**src/logic/cia_pkg.sv**
```systemverilog
// Contract
// - Finish current instruction before interrupt entry.
// - Stack PC, then fetch from source vector.
// - Entry sequence lasts exactly five instruction cycles.
// - Trap return pops address in reverse order.
// - Trap return sets enable, resumes at address.
// - Fixed priority: edge, timer one, timer two, trap.
// - Enable gates peripheral requests, never the trap.
// - Software trap always enters, enable ignored.
// - Trap entry stacks PC and clears enable.
// - Plain return restores PC only, enable untouched.
// - Indexed: 8-bit offset plus low 11 pointer bits.
// - Indirect: pointer addresses data memory directly.
// - Direct: 8-bit field is data address.
// - Immediate: 8-bit field is the operand.
// - Inherent: opcode only, no operand bytes.
// - Absolute 11-bit address, long jump and call only.
// - Short jump displacement spans -31 to +32.
// - Reset clears enable; software or a trap return sets it.
// - Push subtracts two, pull adds two, next free.
// - Return address pushed low byte first.
// - Pointer top bit selects data or program space.
`default_nettype none
package cia_pkg;
    // One instruction cycle is 1 us on a 20 MHz clock
    localparam int          CYC_NS      = 1000;
    localparam int          CLK_MHZ     = 20;
    localparam int          CYC_CLKS    = CYC_NS * CLK_MHZ / 1000;
    localparam logic [4:0]  TICK_LAST   = 5'(CYC_CLKS - 1);
    localparam int          SEQ_CYCLES  = 5;
    localparam logic [2:0]  SEQ_LAST    = 3'(SEQ_CYCLES - 1);
    localparam logic [3:0]  SP_RESET    = 4'hf;
    localparam logic [10:0] PC_RESET    = 11'h000;
    localparam logic [10:0] DISP_BIAS   = 11'h01f;
    // Vector targets per source
    localparam logic [10:0] VEC_EDGE    = 11'h7f8;
    localparam logic [10:0] VEC_PRIM    = 11'h7fa;
    localparam logic [10:0] VEC_SEC     = 11'h7fc;
    localparam logic [10:0] VEC_TRAP    = 11'h7fe;
    // Source codes, higher value is higher priority
    localparam logic [1:0]  SRC_TRAP    = 2'h0;
    localparam logic [1:0]  SRC_SEC     = 2'h1;
    localparam logic [1:0]  SRC_PRIM    = 2'h2;
    localparam logic [1:0]  SRC_EDGE    = 2'h3;

    typedef enum logic [2:0] {
        MD_INDEXED  = 3'h0,
        MD_INDIRECT = 3'h1,
        MD_DIRECT   = 3'h2,
        MD_IMMED    = 3'h3,
        MD_INHERENT = 3'h4,
        MD_ABSOLUTE = 3'h5,
        MD_RELATIVE = 3'h6
    } cia_mode_e;

    typedef enum logic [2:0] {
        CL_PLAIN      = 3'h0,
        CL_SHORT_JUMP = 3'h1,
        CL_LONG_JUMP  = 3'h2,
        CL_SUB_CALL   = 3'h3,
        CL_SUB_RETURN = 3'h4,
        CL_TRAP_RET   = 3'h5,
        CL_TRAP       = 3'h6
    } cia_class_e;

    typedef enum logic [2:0] {
        ST_IDLE = 3'b001,
        ST_PUSH = 3'b010,
        ST_POP  = 3'b100
    } cia_state_e;
endpackage : cia_pkg
`default_nettype wire

```
**src/logic/cia_core.sv**
```systemverilog
`default_nettype none
module cia_core
    import cia_pkg::*;
(
    input  wire logic        I_CLOCK,
    input  wire logic        I_RST_B,
    input  wire logic        I_EDGE_WAKEUP_REQUEST,
    input  wire logic        I_PRIMARY_TIMER_REQUEST,
    input  wire logic        I_SECONDARY_TIMER_REQUEST,
    input  wire logic        I_EXEC,
    input  wire logic [2:0]  I_CLASS,
    input  wire logic [2:0]  I_MODE,
    input  wire logic [1:0]  I_LEN,
    input  wire logic [7:0]  I_OPND1,
    input  wire logic [7:0]  I_OPND2,
    input  wire logic [11:0] I_XPTR,
    input  wire logic        I_G_SET,
    input  wire logic        I_G_CLR,
    input  wire logic        I_SP_LOAD,
    input  wire logic [3:0]  I_SP_VALUE,
    output logic             O_READY,
    output logic [10:0]      O_PC,
    output logic [11:0]      O_EA,
    output logic [7:0]       O_OPERAND,
    output logic             O_OPERAND_VALID,
    output logic [3:0]       O_SP,
    output logic             O_G,
    output logic             O_ENTRY,
    output logic [1:0]       O_SOURCE
);
    // Sequencer state, working registers and their next values
    cia_state_e  state;
    cia_state_e  next_state;
    logic [4:0]  div;
    logic [2:0]  seq;
    logic [2:0]  next_seq;
    logic [10:0] pc;
    logic [10:0] next_pc;
    logic [10:0] ret;
    logic [10:0] next_ret;
    logic [10:0] tgt;
    logic [10:0] next_tgt;
    logic [3:0]  sp;
    logic [3:0]  next_sp;
    logic        g;
    logic        next_g;
    logic        entry;
    logic        next_entry;
    logic        return_from_trap;
    logic        next_return_from_trap;
    logic        next_pulse;
    logic [1:0]  src;
    logic [1:0]  next_src;
    // Sixteen-byte return stack; only the pointer reaches the outside
    logic [7:0]  stk [16];

    // Priority encoder; trap sits lowest
    // Shared by the vector choice and the reported source, so one function
    function automatic logic [1:0] pick_src(input logic e, input logic p,
                                            input logic s);
        pick_src = e ? SRC_EDGE : p ? SRC_PRIM : s ? SRC_SEC : SRC_TRAP;
    endfunction

    // Vector target per source code
    function automatic logic [10:0] vec_of(input logic [1:0] code);
        case (code)
            SRC_EDGE: vec_of = VEC_EDGE;
            SRC_PRIM: vec_of = VEC_PRIM;
            SRC_SEC:  vec_of = VEC_SEC;
            default:  vec_of = VEC_TRAP;
        endcase
    endfunction

    // Instruction-cycle enable and boundary decode
    wire tick    = (div == TICK_LAST);
    wire st_idle = (state == ST_IDLE);
    wire st_push = (state == ST_PUSH);
    wire st_pop  = (state == ST_POP);
    // Requests are levels; a masked one is simply not seen yet
    wire per_req = I_EDGE_WAKEUP_REQUEST | I_PRIMARY_TIMER_REQUEST
                 | I_SECONDARY_TIMER_REQUEST;
    wire per_hit = g & per_req;
    wire take_irq = st_idle & tick & per_hit;
    wire take    = st_idle & tick & ~per_hit & I_EXEC;
    wire [1:0] irq_src = pick_src(I_EDGE_WAKEUP_REQUEST,
                                  I_PRIMARY_TIMER_REQUEST,
                                  I_SECONDARY_TIMER_REQUEST);
    // Last tick of the five-cycle stack sequence
    wire seq_end = tick & (seq == SEQ_LAST);

    // Effective address forming
    wire [10:0] idx_sum = I_XPTR[10:0] + {3'h0, I_OPND1};
    // Space select rides above the sum, so a carry never changes space
    wire [11:0] idx_ea  = {I_XPTR[11], idx_sum};
    wire [11:0] ind_ea  = {4'h0, I_XPTR[7:0]};
    wire [11:0] dir_ea  = {4'h0, I_OPND1};
    wire [10:0] abs_tgt = {I_OPND1[2:0], I_OPND2};
    // Biased 6-bit field: 0 gives -31, 63 gives +32
    wire [10:0] rel_tgt = pc + {5'h0, I_OPND1[5:0]} - DISP_BIAS;
    // Fall-through address, also the return address of a call
    wire [10:0] seq_pc  = pc + {9'h0, I_LEN};
    // Only indexed and absolute modes may redirect a long jump or a call
    wire        mode_idx = (I_MODE == MD_INDEXED);
    wire        long_ok  = mode_idx | (I_MODE == MD_ABSOLUTE);
    wire [10:0] jmp_tgt  = mode_idx ? idx_sum : abs_tgt;
    // Modes without a memory address report zero
    wire [11:0] ea_dec =
        (I_MODE == MD_INDEXED)  ? idx_ea :
        (I_MODE == MD_INDIRECT) ? ind_ea :
        (I_MODE == MD_DIRECT)   ? dir_ea :
        (I_MODE == MD_ABSOLUTE) ? {1'b1, abs_tgt} : 12'h000;
    wire        imm_mode = (I_MODE == MD_IMMED);

    // Stack port: low byte first on push, high byte first on pull
    wire [3:0]  sp_dn1  = sp - 4'h1;
    wire [3:0]  sp_up1  = sp + 4'h1;
    wire [3:0]  sp_up2  = sp + 4'h2;
    // Writes happen on the first two ticks of a push only
    wire        stk_we  = st_push & tick & (seq < 3'h2);
    wire [3:0]  stk_wa  = (seq == 3'h0) ? sp : sp_dn1;
    wire [7:0]  stk_wd  = (seq == 3'h0) ? ret[7:0] : {5'h0, ret[10:8]};
    // Pull reads are combinational, so no tick is lost waiting for data
    wire [7:0]  pop_hi  = stk[sp_up1];
    wire [7:0]  pop_lo  = stk[sp_up2];

    // Ready is a handshake and may be combinational; the rest mirror registers
    assign O_READY = st_idle & tick & ~per_hit;
    assign O_PC    = pc;
    assign O_SP    = sp;
    assign O_G     = g;
    assign O_SOURCE = src;

    // Next-state logic for the control sequencer
    always_comb begin
        next_state = state;
        next_seq   = seq;
        next_pc    = pc;
        next_ret   = ret;
        next_tgt   = tgt;
        next_sp    = I_SP_LOAD ? I_SP_VALUE : sp;
        next_g     = g;
        next_entry = entry;
        next_return_from_trap  = return_from_trap;
        next_src   = src;
        next_pulse = 1'b0;
        // Software writes of the enable; a clear beats a set in one cycle
        if (I_G_SET) begin
            next_g = 1'b1;
        end
        if (I_G_CLR) begin
            next_g = 1'b0;
        end
        case (state)
            // Idle: one decision per boundary, enabled requests before instructions
            ST_IDLE: begin
                next_seq = 3'h0;
                if (take_irq) begin
                    next_state = ST_PUSH;
                    next_ret   = pc;
                    next_tgt   = vec_of(irq_src);
                    next_src   = irq_src;
                    next_entry = 1'b1;
                end else if (take) begin
                    case (I_CLASS)
                        CL_SHORT_JUMP: next_pc = rel_tgt;
                        CL_LONG_JUMP: begin
                            next_pc = long_ok ? jmp_tgt : seq_pc;
                        end
                        // A call shares the push but never touches the enable
                        CL_SUB_CALL: begin
                            if (long_ok) begin
                                next_state = ST_PUSH;
                                next_ret   = seq_pc;
                                next_tgt   = jmp_tgt;
                                next_entry = 1'b0;
                            end else begin
                                next_pc = seq_pc;
                            end
                        end
                        CL_SUB_RETURN: begin
                            next_state = ST_POP;
                            next_return_from_trap  = 1'b0;
                        end
                        CL_TRAP_RET: begin
                            next_state = ST_POP;
                            next_return_from_trap  = 1'b1;
                        end
                        // Trap stacks the next address so the handler resumes after it
                        CL_TRAP: begin
                            next_state = ST_PUSH;
                            next_ret   = seq_pc;
                            next_tgt   = VEC_TRAP;
                            next_src   = SRC_TRAP;
                            next_entry = 1'b1;
                        end
                        default: next_pc = seq_pc;
                    endcase
                end
            end
            // Push: low byte on the first tick, high byte and pointer on the second
            ST_PUSH: begin
                if (tick) begin
                    next_seq = seq + 3'h1;
                end
                if (tick & (seq == 3'h1)) begin
                    next_sp = sp - 4'h2;
                end
                // The last tick loads the target; only an entry clears the enable
                if (seq_end) begin
                    next_state = ST_IDLE;
                    next_pc    = tgt;
                    next_pulse = entry;
                    if (entry) begin
                        next_g = 1'b0;
                    end
                end
            end
            // Pull: high byte first, then low byte and pointer, reverse of the push
            ST_POP: begin
                if (tick) begin
                    next_seq = seq + 3'h1;
                end
                if (tick & (seq == 3'h0)) begin
                    next_ret[10:8] = pop_hi[2:0];
                end
                if (tick & (seq == 3'h1)) begin
                    next_ret[7:0] = pop_lo;
                    next_sp       = sp + 4'h2;
                end
                // A trap return sets the enable over any software write that cycle
                if (seq_end) begin
                    next_state = ST_IDLE;
                    next_pc    = ret;
                    if (return_from_trap) begin
                        next_g = 1'b1;
                    end
                end
            end
            // Unreachable with one-hot codes; recover to idle
            default: next_state = ST_IDLE;
        endcase
    end

    // Instruction-cycle divider
    // Ticks once every twenty clocks; every sequencing step waits for it
    always_ff @(posedge I_CLOCK or negedge I_RST_B) begin
        if (!I_RST_B) begin
            div <= 5'h00;
        end else begin
            div <= tick ? 5'h00 : div + 5'h01;
        end
    end

    // Sequencer and core registers
    always_ff @(posedge I_CLOCK or negedge I_RST_B) begin
        if (!I_RST_B) begin
            state   <= ST_IDLE;
            seq     <= 3'h0;
            pc      <= PC_RESET;
            ret     <= 11'h000;
            tgt     <= 11'h000;
            sp      <= SP_RESET;
            g       <= 1'b0;
            entry   <= 1'b0;
            return_from_trap    <= 1'b0;
            src     <= SRC_TRAP;
            O_ENTRY <= 1'b0;
        end else begin
            state   <= next_state;
            seq     <= next_seq;
            pc      <= next_pc;
            ret     <= next_ret;
            tgt     <= next_tgt;
            sp      <= next_sp;
            g       <= next_g;
            entry   <= next_entry;
            return_from_trap    <= next_return_from_trap;
            src     <= next_src;
            O_ENTRY <= next_pulse;
        end
    end

    // Operand outputs, captured when an instruction is taken
    always_ff @(posedge I_CLOCK or negedge I_RST_B) begin
        if (!I_RST_B) begin
            O_EA            <= 12'h000;
            O_OPERAND       <= 8'h00;
            O_OPERAND_VALID <= 1'b0;
        end else if (take) begin
            O_EA            <= ea_dec;
            O_OPERAND       <= imm_mode ? I_OPND1 : 8'h00;
            O_OPERAND_VALID <= imm_mode;
        end
    end

    // Stack storage has no reset; contents are only meaningful after a push
    always_ff @(posedge I_CLOCK) begin
        if (stk_we) begin
            stk[stk_wa] <= stk_wd;
        end
    end
endmodule : cia_core
`default_nettype wire

```
**config.mk**
```make
export PLATFORM = sky130hd
export DESIGN_NAME = cia_core
export DESIGN_NICKNAME = d
export VERILOG_FILES = /design/src/logic/cia_pkg.sv /design/src/logic/cia_core.sv
export SDC_FILE = /design/constraint.sdc
export NUM_CORES = 1
export LEC_CHECK = 0
export BUFFER_PORTS_ARGS = -buffer_cell sky130_fd_sc_hd__buf_2
export CORE_ASPECT_RATIO = 1.5
export CORE_MARGIN = 5
export CORE_UTILIZATION = 50
export CTS_BUF_LIST = sky130_fd_sc_hd__clkbuf_8 sky130_fd_sc_hd__clkbuf_16
export CTS_CLUSTER_DIAMETER = 120
export DETAILED_ROUTE_END_ITERATION = 8
export GPL_TIMING_DRIVEN = 0
export PLACE_DENSITY = 0.72
export SLEW_MARGIN = 0
export SYNTH_ARGS = -nofsm -noshare
export SYNTH_HDL_FRONTEND = slang
export SYNTH_SLANG_ARGS = --single-unit
```
**constraint.sdc**
```tcl
create_clock -name I_CLOCK -period 5.4 [get_ports I_CLOCK]
set_input_delay 0.81 -clock I_CLOCK [delete_from_list [all_inputs] [get_ports I_CLOCK]]
set_output_delay 0.81 -clock I_CLOCK [all_outputs]
set_load 0.03 [all_outputs]
```
==> metrics.txt <==
# TYPE chip_impl_metric gauge
chip_impl_info{name="run_status",value="completed"} 1
chip_impl_metric{name="worst_ep_required_time",unit="ns"} 5.76
chip_impl_metric{name="post_cts_buffers",unit=""} 0
chip_impl_metric{name="postCtsResizedCells",unit=""} 0
chip_impl_metric{name="grt_antenna_before_repair",unit=""} 0
chip_impl_metric{name="final_tns_setup",unit="ns"} 0
chip_impl_metric{name="syn-num-nets",unit=""} 1005
chip_impl_metric{name="via_count_of_the_first_global_routing_pass",unit=""} 8336
chip_impl_info{name="worst_hold_path_type",value="in2async"} 1
chip_impl_metric{name="detailroute.wirelength.met3",unit="mm"} 1.77
chip_impl_info{name="cts-root-buf",value="sky130_fd_sc_hd__clkbuf_16"} 1
chip_impl_info{name="criticalPathCategory",value="reg2reg"} 1
chip_impl_info{name="regToRegEndpoint",value="ret[2]"} 1
chip_impl_metric{name="max_slew_margin",unit="%"} 31.6
chip_impl_metric{name="synth-compound-area-share",unit="%"} 13.6
chip_impl_info{name="synth_top_family_by_area",value="compound AO/OA/AOI/OAI gates"} 1
chip_impl_metric{name="pin_count",unit=""} 90
chip_impl_metric{name="detail_route.drc_violations",unit=""} 0
chip_impl_metric{name="cts.sink_count",unit=""} 203
chip_impl_metric{name="die_area",unit="µm²"} 25100
chip_impl_metric{name="met2RoutedLength",unit="mm"} 15.9
chip_impl_metric{name="buffer_ports.inserted",unit=""} 87
chip_impl_metric{name="synth_cells",unit=""} 916
chip_impl_metric{name="slowest_delay",unit="ns"} 0.68
chip_impl_metric{name="post_synth_and_or_nand_nor_area_fraction",unit="%"} 10.7
chip_impl_metric{name="critPathArrivalTime",unit="ns"} 4.50
chip_impl_metric{name="ys_seq_elements",unit=""} 203
chip_impl_metric{name="netlist_area",unit="µm²"} 11000
chip_impl_info{name="synth_most_common_cell",value="sky130_fd_sc_hd__edfxtp_1"} 1
chip_impl_metric{name="mean_syn_cell_area",unit="µm²"} 12.0
chip_impl_metric{name="nNetsFinal",unit=""} 1115
chip_impl_info{name="reg2reg_from",value="O_SP[1]"} 1
chip_impl_metric{name="drive_gt1_share",unit="%"} 20.1
chip_impl_metric{name="grt_max_degree",unit=""} 51
chip_impl_info{name="synth.largest_area_cell",value="sky130_fd_sc_hd__edfxtp_1"} 1
chip_impl_metric{name="worst_skew_pair.late_latency",unit="ns"} 0.50
chip_impl_metric{name="cts.hold.buffers_added",unit=""} 0
chip_impl_metric{name="r2r_slack",unit="ns"} 1.25
chip_impl_metric{name="max-vdd-ir-drop",unit="V"} 0.000299
chip_impl_metric{name="timing.fmax",unit="MHz"} 241
chip_impl_metric{name="vias",unit=""} 8044
chip_impl_metric{name="power.density_cell_area",unit="nW/µm²"} 323
chip_impl_metric{name="fp.dieH",unit="µm"} 191
chip_impl_metric{name="finalCritPeriodShare",unit="%"} 76.8
chip_impl_metric{name="start_util",unit="%"} 50.7
chip_impl_metric{name="yosysSeqAreaShare",unit="%"} 52.2
chip_impl_metric{name="antennaDiodeCount",unit=""} 0
chip_impl_metric{name="fin_hold_ws",unit="ns"} 0.213
chip_impl_metric{name="critical_path.n_buffers_inverters",unit=""} 4
chip_impl_metric{name="drt-met1-wl",unit="mm"} 10.3
chip_impl_metric{name="post_synth_fa_ha_maj_area_fraction",unit="%"} 4.77
chip_impl_info{name="post_synth_most_frequent_cells",value="sky130_fd_sc_hd__edfxtp_1 (128), sky130_fd_sc_hd__nor2_1 (88), sky130_fd_sc_hd__nand2_1 (83)"} 1
chip_impl_metric{name="post-dp-hpwl",unit="mm"} 22.7
chip_impl_metric{name="wire_length_of_the_first_global_routing_pass",unit="mm"} 46.5
chip_impl_metric{name="synth-xor-area-share",unit="%"} 3.34
chip_impl_metric{name="cellLeakagePower",unit="µW"} 0.00492
chip_impl_metric{name="synth_mux_area_share",unit="%"} 12.3
chip_impl_info{name="cp-start-kind",value="flop"} 1
chip_impl_metric{name="h-tree-depth",unit=""} 1
chip_impl_metric{name="finalClockSkew",unit="ns"} 0.0113
chip_impl_info{name="crit_chain",value="clkbuf_1 > inv_1 > ha_1 > buf_2 > clkbuf_1 > mux4_2 > mux4_2 > o21ai_0 > o21ai_0"} 1
chip_impl_metric{name="synth.distinct_cells",unit=""} 68
chip_impl_metric{name="cts_buffer_depth",unit=""} 3
chip_impl_info{name="cts_tree",value="done"} 1
chip_impl_metric{name="critical_path_peak_fanout",unit=""} 10
chip_impl_metric{name="final.min_clock_period",unit="ns"} 4.15
chip_impl_metric{name="drt_pass1_iterations",unit=""} 5
chip_impl_metric{name="core",unit="µm²"} 21600
chip_impl_metric{name="postRouteAntennaNets",unit=""} 0
chip_impl_info{name="rsz0062_at_grt",value="no"} 1
chip_impl_info{name="synth.top_cells.by_area",value="sky130_fd_sc_hd__edfxtp_1 (35%), sky130_fd_sc_hd__dfrtp_1 (16%), sky130_fd_sc_hd__mux4_2 (11%)"} 1
chip_impl_metric{name="detail_route.wl_per_cell",unit="µm"} 22.7
chip_impl_metric{name="grt_overflow",unit=""} 0
chip_impl_metric{name="gp_routability_congestion",unit=""} 0.939
chip_impl_metric{name="numCtsBuffers",unit=""} 20
chip_impl_metric{name="worst_r2r_path_depth",unit=""} 9
chip_impl_metric{name="area.growth.synth_to_final",unit="%"} 13.7
chip_impl_metric{name="final_wl",unit="mm"} 29.8
chip_impl_metric{name="fp.dieW",unit="µm"} 131
chip_impl_metric{name="synth_largest_type_area_fraction",unit="%"} 35.0
chip_impl_info{name="top_layer",value="met4"} 1
chip_impl_info{name="ys.flop_type",value="sky130_fd_sc_hd__edfxtp_1"} 1
chip_impl_metric{name="std_cell_rows",unit=""} 66
chip_impl_metric{name="slew_violations",unit=""} 0
chip_impl_metric{name="synth_edf_count",unit=""} 128
chip_impl_info{name="critical_path.top_delay_family",value="buffers and inverters"} 1
chip_impl_metric{name="drt_iter0_markers",unit=""} 557
chip_impl_metric{name="post_drt_via_cell_ratio",unit=""} 6.13
chip_impl_info{name="cp-end-kind",value="flop"} 1
chip_impl_info{name="critPathSlowestCell",value="sky130_fd_sc_hd__dfstp_2"} 1
chip_impl_metric{name="clock_slew_at_the_register_clock_pins_of_the_worst_setup_and_hold_paths",unit="ns"} 0.07
chip_impl_metric{name="setup_viol_count_final",unit=""} 0
chip_impl_metric{name="async_flop_share",unit="%"} 36.9
chip_impl_metric{name="synth.yosys.warnings",unit=""} 0
chip_impl_metric{name="grt_use_total",unit="%"} 24.3
chip_impl_metric{name="cap_viol_max_count",unit=""} 0
chip_impl_metric{name="worst_pin_slew",unit="ns"} 1.02
chip_impl_metric{name="timing_hold_violations_final",unit=""} 0
chip_impl_metric{name="layout.filler_cells",unit=""} 1779
[per-stage QoR]
step	cell area [µm²]	setup slack, ns	cells	utilization [%]	power (µW)
global route	12500	1.00	1312	57.7	4200
floorplan	11000	2.11	916	-	2350
detailed placement	11800	1.22	1276	54.4	2600
finish	12500	1.25	1312	57.7	4030
CTS	12500	1.22	1312	57.7	4050
global placement	11700	1.27	1275	54.3	2590
[how the worst max path moves through the flow]
| stage | start | end | slack (ns) | cells after the start |
|---|---|---|---|---|
| final | O_SP[1] | ret[2] | 1.25 | 9 |
| after global routing | O_SP[1] | ret[2] | 1.0 | 9 |
| after CTS | O_SP[1] | ret[4] | 1.22 | 9 |
| after detailed placement | O_SP[1] | ret[4] | 1.22 | 9 |
| after global placement | O_SP[1] | ret[2] | 1.27 | 9 |
| after floorplan | O_SP[1] | ret[2] | 2.11 | 9 |
[state kept, by name, summed over array words and instances, names as in the netlist, 2 cells and up]
register / count
stk: 128
O_EA: 12
O_PC: 11
ret: 11
tgt: 11
O_OPERAND: 8
div: 5
O_SP: 4
seq: 3
state: 3
O_SOURCE: 2
[cell usage in the layout (no fill, tap or decap), drive strengths merged, types with 10 or more instances in the layout]
cell,n
a211oi,10
a21o,11
a21oi,36
a22o,11
a22oi,14
buf,105
clkbuf,51
dfrtp,70
edfxtp,128
ha,37
inv,40
mux4,55
nand2,83
nand2b,10
nand3,18
nor2,89
o21ai,73
o22ai,13
xnor2,26
xor2,15
[cells by family after synthesis]
kind of cell	count (synthesis)
AND/OR/NAND/NOR	253
flip-flops	203
AO/OA/AOI/OAI	230
adder cells (fa/ha/maj)	40
multiplexers	66
XOR/XNOR	41
buffers and inverters	83
[final cells by class]
class | count | area (µm²) | share of cell area, %
tap | 272 | 340 | 2.73
timing repair buffer | 88 | 465 | 3.73
multi-input combinational | 630 | 4910 | 39.4
sequential | 203 | 5730 | 45.9
inverter | 39 | 146 | 1.17
clock buffer | 24 | 567 | 4.54
clock inverter | 12 | 131 | 1.05
buffer | 44 | 189 | 1.51
[power by group]
group,leakage (µW),internal (µW),switching (µW)
Sequential,0.00221,1740,65.2
Combinational,0.00238,311,457
Clock,0.000329,851,604
Total,0.00492,2900,1130
[layer usage]
metal,up-vias,track usage (%)
met1,3927,26.4
met4,0,13.5
li1,3685,-
met5,-,0
met2,328,44.4
met3,104,3.21
Power figures use the tool's default switching activity.
